### src/verilog/pri_params.svh
`ifndef PRI_PARAMS_SVH
`define PRI_PARAMS_SVH

// ----------------------------------------
// Register byte offsets
// ----------------------------------------
`define PRI_ADDR_W 12
`define PRI_OFF_MAIN 12'h000
`define PRI_OFF_RCTL 12'h004
`define PRI_OFF_SECOND 12'h008
`define PRI_OFF_STATUS 12'h00C
`define PRI_OFF_PFLAG 12'h010
`define PRI_OFF_PEN 12'h020
`define PRI_OFF_PPRIO 12'h030

// ----------------------------------------
// Field positions
// ----------------------------------------
`define PRI_B_HIGH_LEVEL_GLOBAL_ENABLE 7
`define PRI_B_LOW_LEVEL_GLOBAL_ENABLE 6
`define PRI_B_T0IE 5
`define PRI_B_X0IE 4
`define PRI_B_PCIE 3
`define PRI_B_T0IF 2
`define PRI_B_X0IF 1
`define PRI_B_PCIF 0
`define PRI_B_PRIORITY_MODE_ENABLE 7
`define PRI_B_X0EDGE 6
`define PRI_B_T0IP 2
`define PRI_B_PCIP 0
`define PRI_B_HIACT 1
`define PRI_B_LOACT 0

// ----------------------------------------
// Reset values and vectors
// ----------------------------------------
`define PRI_RST_MAIN 8'h00
`define PRI_RST_SECOND 8'hFF
`define PRI_RST_PPRIO 8'hFF
`define PRI_VEC_HIGH 16'h0008
`define PRI_VEC_LOW 16'h0018
`define PRI_PREG_N 3
`define PRI_PREG_W 8

`endif

### src/verilog/pri_pkg.sv
`include "pri_params.svh"

package pri_pkg;

  // Whole state of the controller
  typedef struct packed {
    logic [7:0] main;
    logic priority_mode_enable;
    logic [7:0] second;
    logic [`PRI_PREG_N*`PRI_PREG_W-1:0] pflag;
    logic [`PRI_PREG_N*`PRI_PREG_W-1:0] pen;
    logic [`PRI_PREG_N*`PRI_PREG_W-1:0] pprio;
    logic hi_act;
    logic lo_act;
    logic [1:0] x0_sync;
    logic x0_prev;
    logic [3:0] pb_s1;
    logic [3:0] pb_s2;
    logic [3:0] pb_latch;
    logic vec_load;
    logic [15:0] vec_addr;
    logic [31:0] rdata;
    logic slverr;
  } pri_state_t;

endpackage
### src/verilog/pri_ctrl.sv
`timescale 1ns/10ps
// How it works
// - High vector 0008h, low vector 0018h
// - High request preempts running low routine
// - Each source has flag, enable, priority; pin fixed high
// - Priority mode only when mode bit set
// - Bit 7 high enable, bit 6 low enable
// - Flag, enable, global enable vector at next core boundary
// - Reset: compatibility mode, single vector 0008h
// - Compat: bit 6 peripherals, bit 7 all
// - Accepting clears the permitting global enable
// - No low accept during high routine
// - Accept pushes return, loads vector
// - Return instruction restores the global enable, except in a cycle that also accepts
// - Pin events vector within three-four cycles
// - Flags set regardless of any enable
// - Main bits 5,4,3 enable three sources
// - Bits 2,1 set by timer, pin
// - Bit 0 set by port mismatch
// - Priority mode: bit6 low off, bit7 all
// - Pin edge select, reset to rising
// - Three peripheral flag/enable/priority registers
module pri_ctrl
  import pri_pkg::*;
#(
  parameter int PREG_N = `PRI_PREG_N
) (
  // Clock and reset
  input wire logic clk_sys,
  input wire logic reset_n,
  // APB slave
  input wire logic psel,
  input wire logic penable,
  input wire logic pwrite,
  input wire logic [`PRI_ADDR_W-1:0] paddr,
  input wire logic [31:0] pwdata,
  output logic [31:0] prdata,
  output logic pready,
  output logic pslverr,
  // Interrupt sources
  input wire logic timer0_ovf,
  input wire logic ext_pin0_in,
  input wire logic [3:0] port_b_upper_pins,
  input wire logic port_b_read,
  input wire logic [PREG_N*`PRI_PREG_W-1:0] periph_evt,
  output logic [3:0] port_b_input,
  // Core side
  input wire logic core_boundary,
  input wire logic return_from_irq_instr,
  input wire logic core_asleep,
  output logic irq_req,
  output logic vec_load,
  output logic stack_push,
  output logic [15:0] vec_addr,
  output logic wake_req
);

  localparam int PW = PREG_N * `PRI_PREG_W;

  // ----------------------------------------
  // Reset release
  // ----------------------------------------
  logic [1:0] rst_sync_r;
  logic rst_n_int;

  // Release through two flops
  always_ff @(posedge clk_sys or negedge reset_n) begin
    if (!reset_n) begin
      rst_sync_r <= 2'b00;
    end else begin
      rst_sync_r <= {rst_sync_r[0], 1'b1};
    end
  end
  assign rst_n_int = rst_sync_r[1];

  // ----------------------------------------
  // State and decode
  // ----------------------------------------
  pri_state_t st_r;
  pri_state_t st_nxt;
  logic setup;
  logic wr;
  logic [2:0] core_act;
  logic [2:0] core_pri;
  logic [PW-1:0] p_act;
  logic hi_any;
  logic lo_any;
  logic hi_pend;
  logic lo_pend;
  logic accept;
  logic take_hi;
  logic x0_edge;
  logic pb_mismatch;

  assign setup = psel & ~penable;
  assign wr = psel & penable & pwrite;

  // Per-source active terms: timer_zero, pin0, port change
  assign core_act = {st_r.main[`PRI_B_T0IF] & st_r.main[`PRI_B_T0IE],
                     st_r.main[`PRI_B_X0IF] & st_r.main[`PRI_B_X0IE],
                     st_r.main[`PRI_B_PCIF] & st_r.main[`PRI_B_PCIE]};
  assign core_pri = {st_r.second[`PRI_B_T0IP], 1'b1, st_r.second[`PRI_B_PCIP]};
  assign p_act = st_r.pflag & st_r.pen;

  // Level split by priority bit
  assign hi_any = (|(core_act & core_pri)) | (|(p_act & st_r.pprio));
  assign lo_any = (|(core_act & ~core_pri)) | (|(p_act & ~st_r.pprio));

  // Request generation for both modes
  always_comb begin
    if (st_r.priority_mode_enable) begin
      hi_pend = st_r.main[`PRI_B_HIGH_LEVEL_GLOBAL_ENABLE] & hi_any;
      lo_pend = st_r.main[`PRI_B_HIGH_LEVEL_GLOBAL_ENABLE] & st_r.main[`PRI_B_LOW_LEVEL_GLOBAL_ENABLE] & lo_any & ~st_r.hi_act;
    end else begin
      hi_pend = st_r.main[`PRI_B_HIGH_LEVEL_GLOBAL_ENABLE] & ((|core_act) | (st_r.main[`PRI_B_LOW_LEVEL_GLOBAL_ENABLE] & (|p_act)));
      lo_pend = 1'b0;
    end
  end

  assign irq_req = hi_pend | lo_pend;
  assign accept = core_boundary & irq_req;
  assign take_hi = hi_pend;

  // Pin edge, chosen by edge-select bit
  assign x0_edge = st_r.second[`PRI_B_X0EDGE] ? (st_r.x0_sync[1] & ~st_r.x0_prev)
                                              : (~st_r.x0_sync[1] & st_r.x0_prev);
  assign pb_mismatch = |(st_r.pb_s2 ^ st_r.pb_latch);

  // ----------------------------------------
  // Next-state logic
  // ----------------------------------------
  always_comb begin
    st_nxt = st_r;
    st_nxt.vec_load = 1'b0;
    // Pin synchronisers and edge history
    st_nxt.x0_sync = {st_r.x0_sync[0], ext_pin0_in};
    st_nxt.x0_prev = st_r.x0_sync[1];
    st_nxt.pb_s1 = port_b_upper_pins;
    st_nxt.pb_s2 = st_r.pb_s1;
    // Port read ends the mismatch
    if (port_b_read) begin
      st_nxt.pb_latch = st_r.pb_s2;
    end
    // Register writes
    if (wr) begin
      case (paddr)
        `PRI_OFF_MAIN: st_nxt.main = pwdata[7:0];
        `PRI_OFF_RCTL: st_nxt.priority_mode_enable = pwdata[`PRI_B_PRIORITY_MODE_ENABLE];
        `PRI_OFF_SECOND: st_nxt.second = pwdata[7:0];
        default: begin
          for (int i = 0; i < PREG_N; i++) begin
            if (paddr == `PRI_OFF_PFLAG + `PRI_ADDR_W'(4 * i)) begin
              st_nxt.pflag[i*`PRI_PREG_W +: `PRI_PREG_W] = pwdata[`PRI_PREG_W-1:0];
            end
            if (paddr == `PRI_OFF_PEN + `PRI_ADDR_W'(4 * i)) begin
              st_nxt.pen[i*`PRI_PREG_W +: `PRI_PREG_W] = pwdata[`PRI_PREG_W-1:0];
            end
            if (paddr == `PRI_OFF_PPRIO + `PRI_ADDR_W'(4 * i)) begin
              st_nxt.pprio[i*`PRI_PREG_W +: `PRI_PREG_W] = pwdata[`PRI_PREG_W-1:0];
            end
          end
        end
      endcase
    end
    // Hardware sets win over software clears
    if (timer0_ovf) begin
      st_nxt.main[`PRI_B_T0IF] = 1'b1;
    end
    if (x0_edge) begin
      st_nxt.main[`PRI_B_X0IF] = 1'b1;
    end
    if (pb_mismatch) begin
      st_nxt.main[`PRI_B_PCIF] = 1'b1;
    end
    st_nxt.pflag = st_nxt.pflag | periph_evt;
    // Accept: vector, clear the permitting enable
    if (accept) begin
      st_nxt.vec_load = 1'b1;
      if (take_hi) begin
        st_nxt.vec_addr = `PRI_VEC_HIGH;
        st_nxt.main[`PRI_B_HIGH_LEVEL_GLOBAL_ENABLE] = 1'b0;
        st_nxt.hi_act = 1'b1;
      end else begin
        st_nxt.vec_addr = `PRI_VEC_LOW;
        st_nxt.main[`PRI_B_LOW_LEVEL_GLOBAL_ENABLE] = 1'b0;
        st_nxt.lo_act = 1'b1;
      end
    end else if (return_from_irq_instr) begin
      // Leave innermost routine, restore its enable
      if (st_r.hi_act) begin
        st_nxt.main[`PRI_B_HIGH_LEVEL_GLOBAL_ENABLE] = 1'b1;
        st_nxt.hi_act = 1'b0;
      end else if (st_r.lo_act) begin
        st_nxt.main[`PRI_B_LOW_LEVEL_GLOBAL_ENABLE] = 1'b1;
        st_nxt.lo_act = 1'b0;
      end
    end
    // Read data captured in setup cycle
    if (setup) begin
      st_nxt.rdata = 32'h0000_0000;
      st_nxt.slverr = 1'b0;
      case (paddr)
        `PRI_OFF_MAIN: st_nxt.rdata[7:0] = st_r.main;
        `PRI_OFF_RCTL: st_nxt.rdata[`PRI_B_PRIORITY_MODE_ENABLE] = st_r.priority_mode_enable;
        `PRI_OFF_SECOND: st_nxt.rdata[7:0] = st_r.second;
        `PRI_OFF_STATUS: begin
          st_nxt.rdata[`PRI_B_HIACT] = st_r.hi_act;
          st_nxt.rdata[`PRI_B_LOACT] = st_r.lo_act;
        end
        default: begin
          st_nxt.slverr = 1'b1;
          for (int i = 0; i < PREG_N; i++) begin
            if (paddr == `PRI_OFF_PFLAG + `PRI_ADDR_W'(4 * i)) begin
              st_nxt.rdata[`PRI_PREG_W-1:0] = st_r.pflag[i*`PRI_PREG_W +: `PRI_PREG_W];
              st_nxt.slverr = 1'b0;
            end
            if (paddr == `PRI_OFF_PEN + `PRI_ADDR_W'(4 * i)) begin
              st_nxt.rdata[`PRI_PREG_W-1:0] = st_r.pen[i*`PRI_PREG_W +: `PRI_PREG_W];
              st_nxt.slverr = 1'b0;
            end
            if (paddr == `PRI_OFF_PPRIO + `PRI_ADDR_W'(4 * i)) begin
              st_nxt.rdata[`PRI_PREG_W-1:0] = st_r.pprio[i*`PRI_PREG_W +: `PRI_PREG_W];
              st_nxt.slverr = 1'b0;
            end
          end
        end
      endcase
    end
  end

  // ----------------------------------------
  // State register
  // ----------------------------------------
  always_ff @(posedge clk_sys or negedge rst_n_int) begin
    if (!rst_n_int) begin
      st_r <= '0;
      st_r.main <= `PRI_RST_MAIN;
      st_r.priority_mode_enable <= 1'b0;
      st_r.second <= `PRI_RST_SECOND;
      st_r.pprio <= {PREG_N{`PRI_RST_PPRIO}};
      st_r.vec_addr <= `PRI_VEC_HIGH;
    end else begin
      st_r <= st_nxt;
    end
  end

  // ----------------------------------------
  // Outputs
  // ----------------------------------------
  assign prdata = st_r.rdata;
  assign pslverr = st_r.slverr & psel & penable;
  assign pready = 1'b1;
  assign vec_load = st_r.vec_load;
  assign stack_push = st_r.vec_load;
  assign vec_addr = st_r.vec_addr;
  assign port_b_input = st_r.pb_s2;
  assign wake_req = core_asleep & ((|core_act) | (|p_act));
endmodule

### config.mk
export PLATFORM = sky130hd
export DESIGN_NAME = pri_ctrl
export DESIGN_NICKNAME = d
export VERILOG_FILES = /design/src/verilog/pri_pkg.sv /design/src/verilog/pri_ctrl.sv
export VERILOG_INCLUDE_DIRS = /design/src /design/src/verilog
export SDC_FILE = /design/constraint.sdc
export NUM_CORES = 1
export LEC_CHECK = 0
export BUFFER_PORTS_ARGS = -buffer_cell sky130_fd_sc_hd__clkbuf_2
export CORE_UTILIZATION = 33
export DETAILED_ROUTE_END_ITERATION = 10
export HOLD_SLACK_MARGIN = 0.06
export PLACE_DENSITY_LB_ADDON = 0.25
export RECOVER_POWER = 25
export SYNTH_ARGS = -nofsm -noshare
export SYNTH_HDL_FRONTEND = slang
export SYNTH_SLANG_ARGS = --single-unit
### constraint.sdc
create_clock -name clk_sys -period 5 [get_ports clk_sys]
set_input_delay 0.5 -clock clk_sys [delete_from_list [all_inputs] [get_ports clk_sys]]
set_output_delay 0.5 -clock clk_sys [all_outputs]
set_load 0.005 [all_outputs]
== After elaboration in Yosys (flattened, before gate mapping) ==
Index checks and enable logic that the tools add are counted.

* Bits in writable memories: 0
* Latch bits: 0
* Output and inout port bits: 58
* Memory bits (read-only): 0
* Memories: 0
* Bits in registers: 134
* Bits of input ports: 83
* Word-level logic and storage cells: 157

* Reductions and logical operators: 32
* Magnitude comparators: 0
* Divide/modulo/power cells: 0
* Equal/unequal tests: 15
* Bitwise gates (word level): 37
* Shift-type cells: 0
* Multiplexer cells: 47
* Multiply operators: 0
* Add/subtract/negate cells: 0

{| class="wikitable"
|+ Operators with widths
! operator !! number
|-
| 89-bit 2-to-1 mux || 1
|-
| 8-bit 2-to-1 mux || 11
|-
| 9-bit 2-to-1 mux || 9
|-
| 24-bit AND || 3
|-
| 12-bit by 6-bit == test with 1-bit output (second input constant) || 6
|-
| 72-bit 2-to-1 mux || 1
|-
| 24-bit OR reduction || 3
|-
| 12-bit by 5-bit == test with 1-bit output (second input constant) || 3
|-
| 12-bit by 4-bit == test with 1-bit output (second input constant) || 2
|-
| 24-bit NOT || 1
|-
| 24-bit OR || 1
|-
| 3-bit AND reduction || 7
|-
| 1-bit AND || 18
|-
| 17-bit 2-to-1 mux || 1
|-
| 1-bit 2-to-1 mux || 16
|-
| 5-bit one-hot mux with 3 select lines || 1
|-
| 2-bit AND reduction || 7
|-
| 2-bit nonzero test || 7
|-
| 12-bit by 3-bit == test with 1-bit output (second input constant) || 1
|-
| 12-bit logical NOT || 1
|-
| 3-bit OR reduction || 4
|-
| 2-bit 2-to-1 mux || 4
|-
| 2-bit one-hot mux with 4 select lines || 1
|-
| 4-bit OR reduction || 2
|-
| 10 further kinds || 20
|}

== Depth between registers and ports, before layout ==
Gate-level depths: netlist of the first run.

* Depth after elaboration: 11
* Mapped depth: 9
* Depth with buffers taken out: 6

== Least setup slack after synthesis of the first run ==
Ideal clock, no wire load.

* Path kind: input port to flip-flop
* From: in paddr[1]
* To: reg st_r[155] (netlist bit)
* Data required time: 4.879 ns
* Cell stages on the path: 7
* Library setup time: 0.121 ns
* Arrival time: 2.668 ns
* Path buffers: 2
* Path slack: 2.211 ns
* Cells stage by stage: or4_1 buf_2 or3_1 buf_2 nor4_4 mux2_1 a32o_2

{| class="wikitable"
|+ RTL lines
! what !! RTL line !! RTL
|-
| from (decl) || pri_ctrl.sv:35 || <nowiki>input wire logic [`PRI_ADDR_W-1:0] paddr,</nowiki>
|-
| to (signal assigned) || pri_ctrl.sv:243 || <nowiki>st_r <= st_nxt;</nowiki>
|-
| to (decl) || pri_ctrl.sv:79 || <nowiki>pri_state_t st_r;</nowiki>
|}

==> reports/results.ini, run 1 <==
[outcome]
outcome=finished, violations left
violations=capacitance limit, slew limit

[critical_path]
worst_path_largest_cell_delay_ns=0.97
slowest_stage=a21oi_1
crit_buf_inv=1
worstReg2RegEnd=st_r[134]$_DFF_PN0_
rr_startpoint=rst_sync_r[1]$_DFF_PN0_
endpoint_kind=flop
worst-endpoint-arrival_ns=3.42
path_cells=clkbuf_2, or4_1, nor3_1, a21oi_1, and2_1, nor2b_1, a211o_1
cp_top_family=simple AND/OR/NAND/NOR gates
reg2reg_depth=1
start_kind=primary input
crit_fanout=16
cp.required_ns=5.31
crit_type=in2reg
r2r_slack_ns=1.90

[synthesis]
ys_warn_count=0
synthSimpleGateAreaFrac_pct=18.6
synth_enable_flop_cells=0
netlist_instances=608
async_flop_share_pct=100
syn_area_um2=6480
synth_compound_area_share_pct=12.6
synth_fa_ha_area_share_pct=0
synth_top_family_by_area=simple AND/OR/NAND/NOR gates
ys_types=58
avgSynthCellArea_um2=10.7
yosysSeqAreaShare_pct=46.6
synthMuxAreaShare_pct=13.2
synth_xor_area_share_pct=0.541
synth_top_flop_cell=dfrtp_1
ys_ff_latch=119

[global_route]
grt_max_degree=73
grt_overflow_total=0
grt_pass1_wl_um=32000
grt_pass1_vias=5158
grt.total_usage_pct=21.9
antenna_found_initial=0

[route]
vias=5164
wl_met3_um=1330
drt_iter0_drc=539
wl_met1_um=9360
wl_per_cell_um=22.0
drtAntennaViolNets=0
drt_pass1_iterations=5
drc=0
drt-vias-per-instance=5.49
routed_wl_um=20700
wl_met2_um=9660
top_layer_used=met4

[clock_network]
tritoncts=done
cts.sinks=119
postCtsSetupBuffers=0
insertion_delay_ns=0.42
cts_made_buffers=17
htree_num_levels=4
clk_path_buf_depth=2
cts-root-buf=clkbuf_16
clkTransAtPathRegs_ns=0.06

[cells_and_area]
layout_commonest_cell=dfrtp_1
layout_common_cells=87 x dfrtp_1, 75 x clkbuf_2, 66 x nand2_1
area_growth_pct=15.3
fin_nets=751
drive_above_1_share_pct=32.6
diodes=0

[placed_design]
place_ws_ns=1.48
routabilityCongestion=0.915
hpwl_um=15400
numPortBuffers=76

[die]
io_pins=141
core.rowCount=50
start_util_pct=34.2
die_h_um=142
die_area_um2=20200
die_x_um=142
core_area_um2=19000

[timing]
final_hold_viol_count=0
worst-slew-pin-transition_ns=2.93
setup_viol=0
max-slew-margin-rel_pct=-95.3
whs_ns=0.178
timing.final.ws_setup_ns=1.89
finalSetupTns_ns=0
final-max-slew-violation-count=73
skew_ns=0.00865
period_share_pct=62.2
rsz0062_at_grt=false
fmax_mhz=321
min_period_ns=3.11

[min_path]
whs_endpoint=st_nxt[54]$_DFF_PN0_
worstHoldStart=port_b_upper_pins[0]
hold_path.class=in2reg
hold_depth=1

[run]
cap_violations=1

[power]
p_per_area_nw_per_um2=318
p_leak_nw=3.17
total_power_mw=2.37
ir_drop_v=0.000236

==> per-layer routing <==
layer	global-route usage, %	vias up
li1	-	2301
met2	34.4	224
met4	7.24	0
met3	4.64	23
met1	29.9	2616
met5	0	-
==> stage by stage <==
step / instance area [um^2] / utilization (%) / cells
finish: 7470 / 39.4 / 941
CTS: 7480 / 39.5 / 941
global placement: 6870 / 36.2 / 908
floorplan: 6630 / - / 647
global route: 7470 / 39.4 / 941
detailed placement: 6870 / 36.2 / 908
==> final cells by class <==
type	count	area [um^2]
repair buffers	82	427
multi-input cells	440	3070
fillers	1875	11500
clock inverters	14	164
well taps	260	325
flip-flops and latches	119	3020
clock buffers	18	439
inverters	8	30.0
==> synthesized netlist by cell type, types with 10 or more instances <==
cell	instances	share of area (%)
dfrtp_1	87	34
nand2_1	66	3.8
mux2_2	65	11
buf_4	54	6.3
dfstp_2	32	13
nand3_1	31	2.4
nand3b_1	31	3.6
clkbuf_1	14	0.81
o21ai_0	14	1.1
nor2b_1	13	1.3
a22oi_1	12	1.4
nor2_1	12	0.69
mux2i_1	11	1.7
a221oi_1	10	1.4
buf_2	10	0.77
==> flip-flops by register name, indices dropped and copies added, names as in the netlist <==
signal and cells:
prdata 8, port_b_input 4, stack_push 1, rst_sync_r 2
st_nxt 6, st_r 95, vec_addr 1, core_pri 2
==> what timing repair did <==
item                                   4_1_cts  5_1_grt
setup endpoints to repair                    0        0
hold buffers                                 1        0
endpoints found under the hold margin        2        0
resized for setup                            0        0
==> cell families (layout without fill, tap and decap cells) <==
kind of cell	after synthesis	after routing
AOI/OAI and AO/OA	106	106
xor gates and xnor gates	4	4
buffers and inverters	88	122
DFF	119	119
muxes	77	77
other	2	41
and+or+nand+nor	212	212
==> power breakdown <==
part	internal, mW	total (mW)	switching, mW
Clock	0.760	1.25	0.491
Sequential	0.980	1.00	0.0215
Combinational	0.0446	0.121	0.0763
==> worst max path at each step <==
stage	from	to	slack (ns)	cells after the start
global placement	paddr[1]	st_r[118]$_DFF_PN0_	1.47	6
detailed placement	paddr[0]	st_r[117]$_DFF_PN0_	1.48	7
CTS	paddr[0]	st_r[119]$_DFF_PN0_	1.90	7
floorplan	rst_sync_r[1]$_DFF_PN0_	port_b_input[0]$_DFF_PN0_	1.50	0
global route	rst_sync_r[1]$_DFF_PN0_	st_r[135]$_DFF_PN0_	1.31	1
finish	paddr[0]	st_r[119]$_DFF_PN0_	1.89	7
No activity file was read; power rests on OpenSTA's default activity.
==> run 2: changes to the inputs <==
==> constraint.sdc (replaced) <==
create_clock -name clk_sys -period 3 [get_ports clk_sys]
set_input_delay 0.3 -clock clk_sys [delete_from_list [all_inputs] [get_ports clk_sys]]
set_output_delay 0.3 -clock clk_sys [all_outputs]
set_load 0.005 [all_outputs]
==> reports/results.ini, run 2 (same netlist as run 1, synthesis figures left out) <==
[power]
p_per_area_nw_per_um2=520  ; +64%
swShare_pct=22.1  ; -2.7 points
p_clk_share_pct=53.5  ; +0.8 points
ir_drop_v=0.000411  ; +74%
seq_power_share_pct=40.7  ; -1.5 points
power.switching_mw=0.904  ; +54%
p_comb_share_pct=5.8  ; +0.7 points
total_power_mw=4.09  ; +72%
internal_power_mw=3.19  ; +79%
p_leak_nw=3.36  ; +6.1%

[timing]
final-max-slew-violation-count=47  ; -36%
whs_ns=0.0768  ; -0.102 ns
final_hold_viol_count=0  ; unchanged
skew_ns=0.0107  ; +0.00201 ns
min_period_ns=2.69
worst-slew-pin-transition_ns=1.94  ; -0.989 ns
setup_viol=0  ; unchanged
rsz0062_at_grt=false
finalSetupTns_ns=0  ; unchanged
period_share_pct=89.6
fmax_mhz=372
max-slew-margin-rel_pct=-29.3  ; +66 points

[global_route]
antenna_found_initial=0  ; unchanged
grt.total_usage_pct=21.9  ; +0.049 points
grt_pass1_wl_um=32100  ; about the same
grt_overflow_total=0  ; unchanged
grt_pass1_vias=5159  ; +0.019%
grt_max_degree=72  ; -1.4%

[die]
die_h_um=142  ; unchanged
die_x_um=142  ; unchanged
core.rowCount=50  ; unchanged
start_util_pct=34.2  ; unchanged
die_area_um2=20200  ; unchanged
io_pins=141  ; unchanged
core_area_um2=19000  ; unchanged

[critical_path]
critPathLaunch=st_r[147]$_DFFE_PN0P_
worstReg2RegEnd=vec_addr[4]$_DFFE_PN0N_
rr_startpoint=st_r[88]$_DFFE_PN1P_
r2r_slack_ns=0.61  ; -1.29 ns
endpoint_kind=output pin
crit_type=reg2out
start_kind=flop
reg2reg_depth=6  ; +5
worst-endpoint-arrival_ns=2.39  ; -1.03 ns
crit_fanout=5  ; -11
cp.required_ns=2.70  ; -2.61 ns

[clock_network]
ctsHoldBuffers=23  ; +22
cts-root-buf=clkbuf_16
postCtsSetupBuffers=0  ; unchanged
insertion_delay_ns=0.43  ; about the same
htree_num_levels=4  ; unchanged
tritoncts=done
cts_resized=0  ; unchanged
cts.sinks=119  ; unchanged
cts_made_buffers=17  ; unchanged
clkTransAtPathRegs_ns=0.05  ; about the same
clk_path_buf_depth=2  ; unchanged

[route]
drtAntennaViolNets=0  ; unchanged
wl_per_cell_um=21.5  ; -2.5%
drt-vias-per-instance=5.43  ; -1.1%
drt_pass1_iterations=7  ; +2
vias=5323  ; +3.1%
drc=0  ; unchanged
routed_wl_um=21100  ; +1.6%
drt_iter0_drc=564  ; +4.6%

[placed_design]
numPortBuffers=76  ; unchanged
placed_area_um2=7020  ; +2.2%
hpwl_um=15500  ; +1.0%
routabilityCongestion=0.975  ; +6.6%

[cells_and_area]
layout_commonest_cell=dfrtp_1
drive_above_1_share_pct=32.6  ; about the same
diodes=0  ; unchanged
fin_area_um2=7870  ; +5.3%
area_growth_pct=21.4
fillCellCount=1877  ; +0.11%
layout_common_cells=87 x dfrtp_1, 75 x clkbuf_2, 66 x nand2_1
max_flop_register=st_r
fin_nets=791  ; +5.3%
largest_reg_flops=95  ; unchanged

[min_path]
worstHoldStart=periph_evt[19]
whs_endpoint=st_r[134]$_DFF_PN0_
hold_path.class=in2reg
hold_depth=2  ; +1

[outcome]
violations=capacitance limit, slew limit
outcome=finished, violations left

[run]
cap_violations=1  ; unchanged

run 2: cell types whose count changed in the layout (fill, tap and decap cells not counted), moves of 2 or more:
| cell | delta |
|---|---|
| buf_12 | +2 |
| buf_4 | +16 |
| bufinv_16 | +2 |
| clkbuf_1 | +4 |
| clkbuf_8 | +2 |
| clkinv_4 | -5 |
| clkinvlp_4 | +2 |
| dlygate4sd3_1 | +22 |
| inv_6 | -5 |
run 2: power by group through the flow:
stage | Clock, mW | Combinational (mW) | Sequential, mW
after floorplan | 0 | 0.152 | 1.69
after global placement | 0 | 0.211 | 1.69
after detailed placement | 0 | 0.215 | 1.69
after CTS | 2.22 | 0.239 | 1.66
after global routing | 2.30 | 0.261 | 1.67
final | 2.19 | 0.237 | 1.66
run 2: critical path: stages (launching register included):
cell and delay [ns]:
dfrtp_1 0.43, a21boi_0 0.41, nand4_1 0.15, nor4_1 0.39
a21boi_0 0.24, nand2_1 0.17, nand2_1 0.07, clkbuf_2 0.11
run 2: layer usage:
| layer | track usage (%) | vias up | wire length [um] |
|---|---|---|---|
| met3 | 3.84 | 34 | 1260 |
| met2 | 34.4 | 272 | 9790 |
| met1 | 29.7 | 2647 | 9440 |
| met4 | 9.45 | 0 | 575 |
| met5 | 0 | - | 0 |
| li1 | - | 2370 | - |
run 2: area by class of cell:
cell class	count	area, um^2	share of cell area [%]
clock buffers	24	482	6.12
clock inverters	8	145	1.84
inverters	8	30.0	0.381
flip-flops and latches	119	3020	38.3
well taps	260	325	4.13
multi-input cells	440	3060	38.9
repair buffers	122	807	10.3
run 2: worst max-delay path by stage:
stage | to | cells past startpoint
2_1_floorplan | st_r[155]$_DFF_PN0_ | 7
3_3_place_gp | st_r[92]$_DFFE_PN0P_ | 6
3_5_place_dp | st_r[98]$_DFFE_PN0P_ | 6
4_1_cts | irq_req | 7
5_1_grt | irq_req | 7
6_report | irq_req | 7
run 2: through the flow:
stage	setup WS (ns)	instances	utilization [%]
3_5_place_dp	0.213	926	37.0
5_1_grt	0.227	981	41.5
6_report	0.313	981	41.5
2_1_floorplan	0.411	647	-
3_3_place_gp	0.220	926	37.0
4_1_cts	0.309	981	41.6
==> run 3: changes to the inputs <==
--- a/config.mk
+++ b/config.mk
@@ -7,6 +7,8 @@
 export NUM_CORES = 1
 export LEC_CHECK = 0
 export BUFFER_PORTS_ARGS = -buffer_cell sky130_fd_sc_hd__clkbuf_2
+export CELL_PAD_IN_SITES_DETAIL_PLACEMENT = 0
+export CELL_PAD_IN_SITES_GLOBAL_PLACEMENT = 1
 export CORE_UTILIZATION = 33
 export DETAILED_ROUTE_END_ITERATION = 10
 export HOLD_SLACK_MARGIN = 0.06
==> reports/results.ini, run 3 (same netlist as run 1, synthesis figures left out) <==
[global_route]
grt_pass1_vias=5168  ; +0.17%
antenna_found_initial=0  ; unchanged
grt_pass1_wl_um=32500  ; +1.2%
grt_overflow_total=0  ; unchanged
grt_max_degree=48  ; -33%
grt.total_usage_pct=22.5  ; +0.51 points

[critical_path]
cp_top_family=compound AO/OA/AOI/OAI gates
crit_buf_inv=1  ; unchanged
rr_startpoint=st_r[150]$_DFFE_PN0P_
cp.required_ns=2.70  ; about the same
crit_type=reg2out
start_kind=flop
r2r_slack_ns=0.59  ; -0.02 ns
path_cells=a222oi_1, nand2b_1, nor3_1, a21oi_1, nand2_1, nand2_1, clkbuf_2
slowest_stage=a222oi_1
endpoint_kind=output pin
crit_end=irq_req
crit_cells=7  ; unchanged
worst-endpoint-arrival_ns=2.36  ; -0.03 ns
worstReg2RegEnd=vec_addr[4]$_DFFE_PN0N_
critPathLaunch=st_r[150]$_DFFE_PN0P_
path_common_cell=nand2_1
worst_path_largest_cell_delay_ns=0.62  ; +0.19 ns
reg2reg_depth=6  ; unchanged
crit_fanout=5  ; unchanged

[cells_and_area]
fin_nets=790  ; -0.13%
layout_commonest_cell=dfrtp_1
multi_input_area_um2=3060  ; unchanged
diodes=0  ; unchanged
largest_reg_flops=95  ; unchanged
drive_above_1_share_pct=32.9  ; +0.32 points
area_growth_pct=21.5  ; about the same
fillCellCount=1876  ; -0.053%
final_core_util_pct=41.5  ; about the same
max_flop_register=st_r
ff_latch_area_um2=3020  ; unchanged
layout_common_cells=87 x dfrtp_1, 75 x clkbuf_2, 66 x nand2_1

[die]
die_area_um2=20200  ; unchanged
core.rowCount=50  ; unchanged
start_util_pct=34.2  ; unchanged
io_pins=141  ; unchanged
core_area_um2=19000  ; unchanged
die_x_um=142  ; unchanged
die_h_um=142  ; unchanged

[route]
drtAntennaViolNets=0  ; unchanged
wl_per_cell_um=22.0  ; +2.2%
drt_iter0_drc=459  ; -19%
drt_pass1_iterations=6  ; -1
drc=0  ; unchanged
drt-vias-per-instance=5.39  ; -0.65%
vias=5283  ; -0.75%
routed_wl_um=21500  ; +2.1%

[timing]
skew_ns=0.00650  ; -0.00415 ns
rsz0062_at_grt=false
worst-slew-pin-transition_ns=1.95  ; +0.00986 ns
setup_viol=0  ; unchanged
whs_ns=0.0766  ; -0.000167 ns
max-slew-margin-rel_pct=-30.0  ; -0.66 points
final-max-slew-violation-count=46  ; -2.1%
final_hold_viol_count=0  ; unchanged
finalSetupTns_ns=0  ; unchanged
period_share_pct=88.7  ; -0.83 points
min_period_ns=2.66  ; -0.0249 ns
fmax_mhz=376  ; +0.93%

[placed_design]
routabilityCongestion=0.934  ; -4.3%
numPortBuffers=76  ; unchanged
hpwl_um=16200  ; +4.3%

[power]
ir_drop_v=0.000398  ; -3.1%
p_leak_nw=3.36  ; about the same
total_power_mw=4.17  ; +2.1%
p_per_area_nw_per_um2=530  ; +2.1%

[clock_network]
cts-root-buf=clkbuf_16
htree_num_levels=4  ; unchanged
cts.sinks=119  ; unchanged
tritoncts=done
insertion_delay_ns=0.42  ; about the same
clkTransAtPathRegs_ns=0.06  ; about the same
clk_path_buf_depth=2  ; unchanged
cts_made_buffers=17  ; unchanged

[run]
cap_violations=1  ; unchanged

[outcome]
violations=capacitance limit, slew limit
outcome=finished, violations left

[min_path]
hold_path.class=in2reg

[run 3: cell count changes in the layout (fill, tap and decap cells not counted), sizes merged]
cell,change
buf,-2
bufinv,+1
clkbuf,-6
clkinv,+4
clkinvlp,+1
inv,+1
[run 3: worst min path at each step]
stage                     cells past startpoint                       to           start
after global routing                          2      st_r[129]$_DFF_PN0_  periph_evt[14]
after floorplan                               0  rst_sync_r[0]$_DFF_PN0_         reset_n
final                                         2      st_r[131]$_DFF_PN0_  periph_evt[16]
after CTS                                     2      st_r[133]$_DFF_PN0_  periph_evt[18]
after global placement                        1  rst_sync_r[0]$_DFF_PN0_         reset_n
after detailed placement                      1  rst_sync_r[0]$_DFF_PN0_         reset_n
[run 3: area by class of cell]
type / count / share of cell area (%)
clock inverter: 15 / 2.88
multi-input combinational: 440 / 38.9
sequential: 119 / 38.3
tap: 260 / 4.13
inverter: 8 / 0.381
timing repair buffer: 121 / 9.95
clock buffer: 17 / 5.40
[run 3: power breakdown]
group          total [mW]  internal [mW]  switching, mW
registers            1.66           1.63         0.0294
clock network        2.28           1.48          0.801
logic               0.236         0.0985          0.137
[run 3: stage by stage]
stage	setup WS (ns)	instances	cell area [um^2]
after floorplan	0.411	647	6630
after global placement	0.306	925	7000
after detailed placement	0.277	925	7000
after CTS	0.328	980	7880
after global routing	0.209	980	7870
final	0.338	980	7870
[run 3: per-layer routing]
layer,wire length (um),vias up,global-route usage (%)
met2,9950,226,34.5
met5,0,-,0
li1,-,2374,-
met3,1420,36,5.62
met1,9550,2647,30.1
met4,597,0,8.94
[run 3: repair_timing]
action,CTS,global route
endpoints found under the hold margin,24,0
buffers inserted,0,0
resized for setup,0,0
hold buffers,23,0
endpoints found under the setup margin,0,0
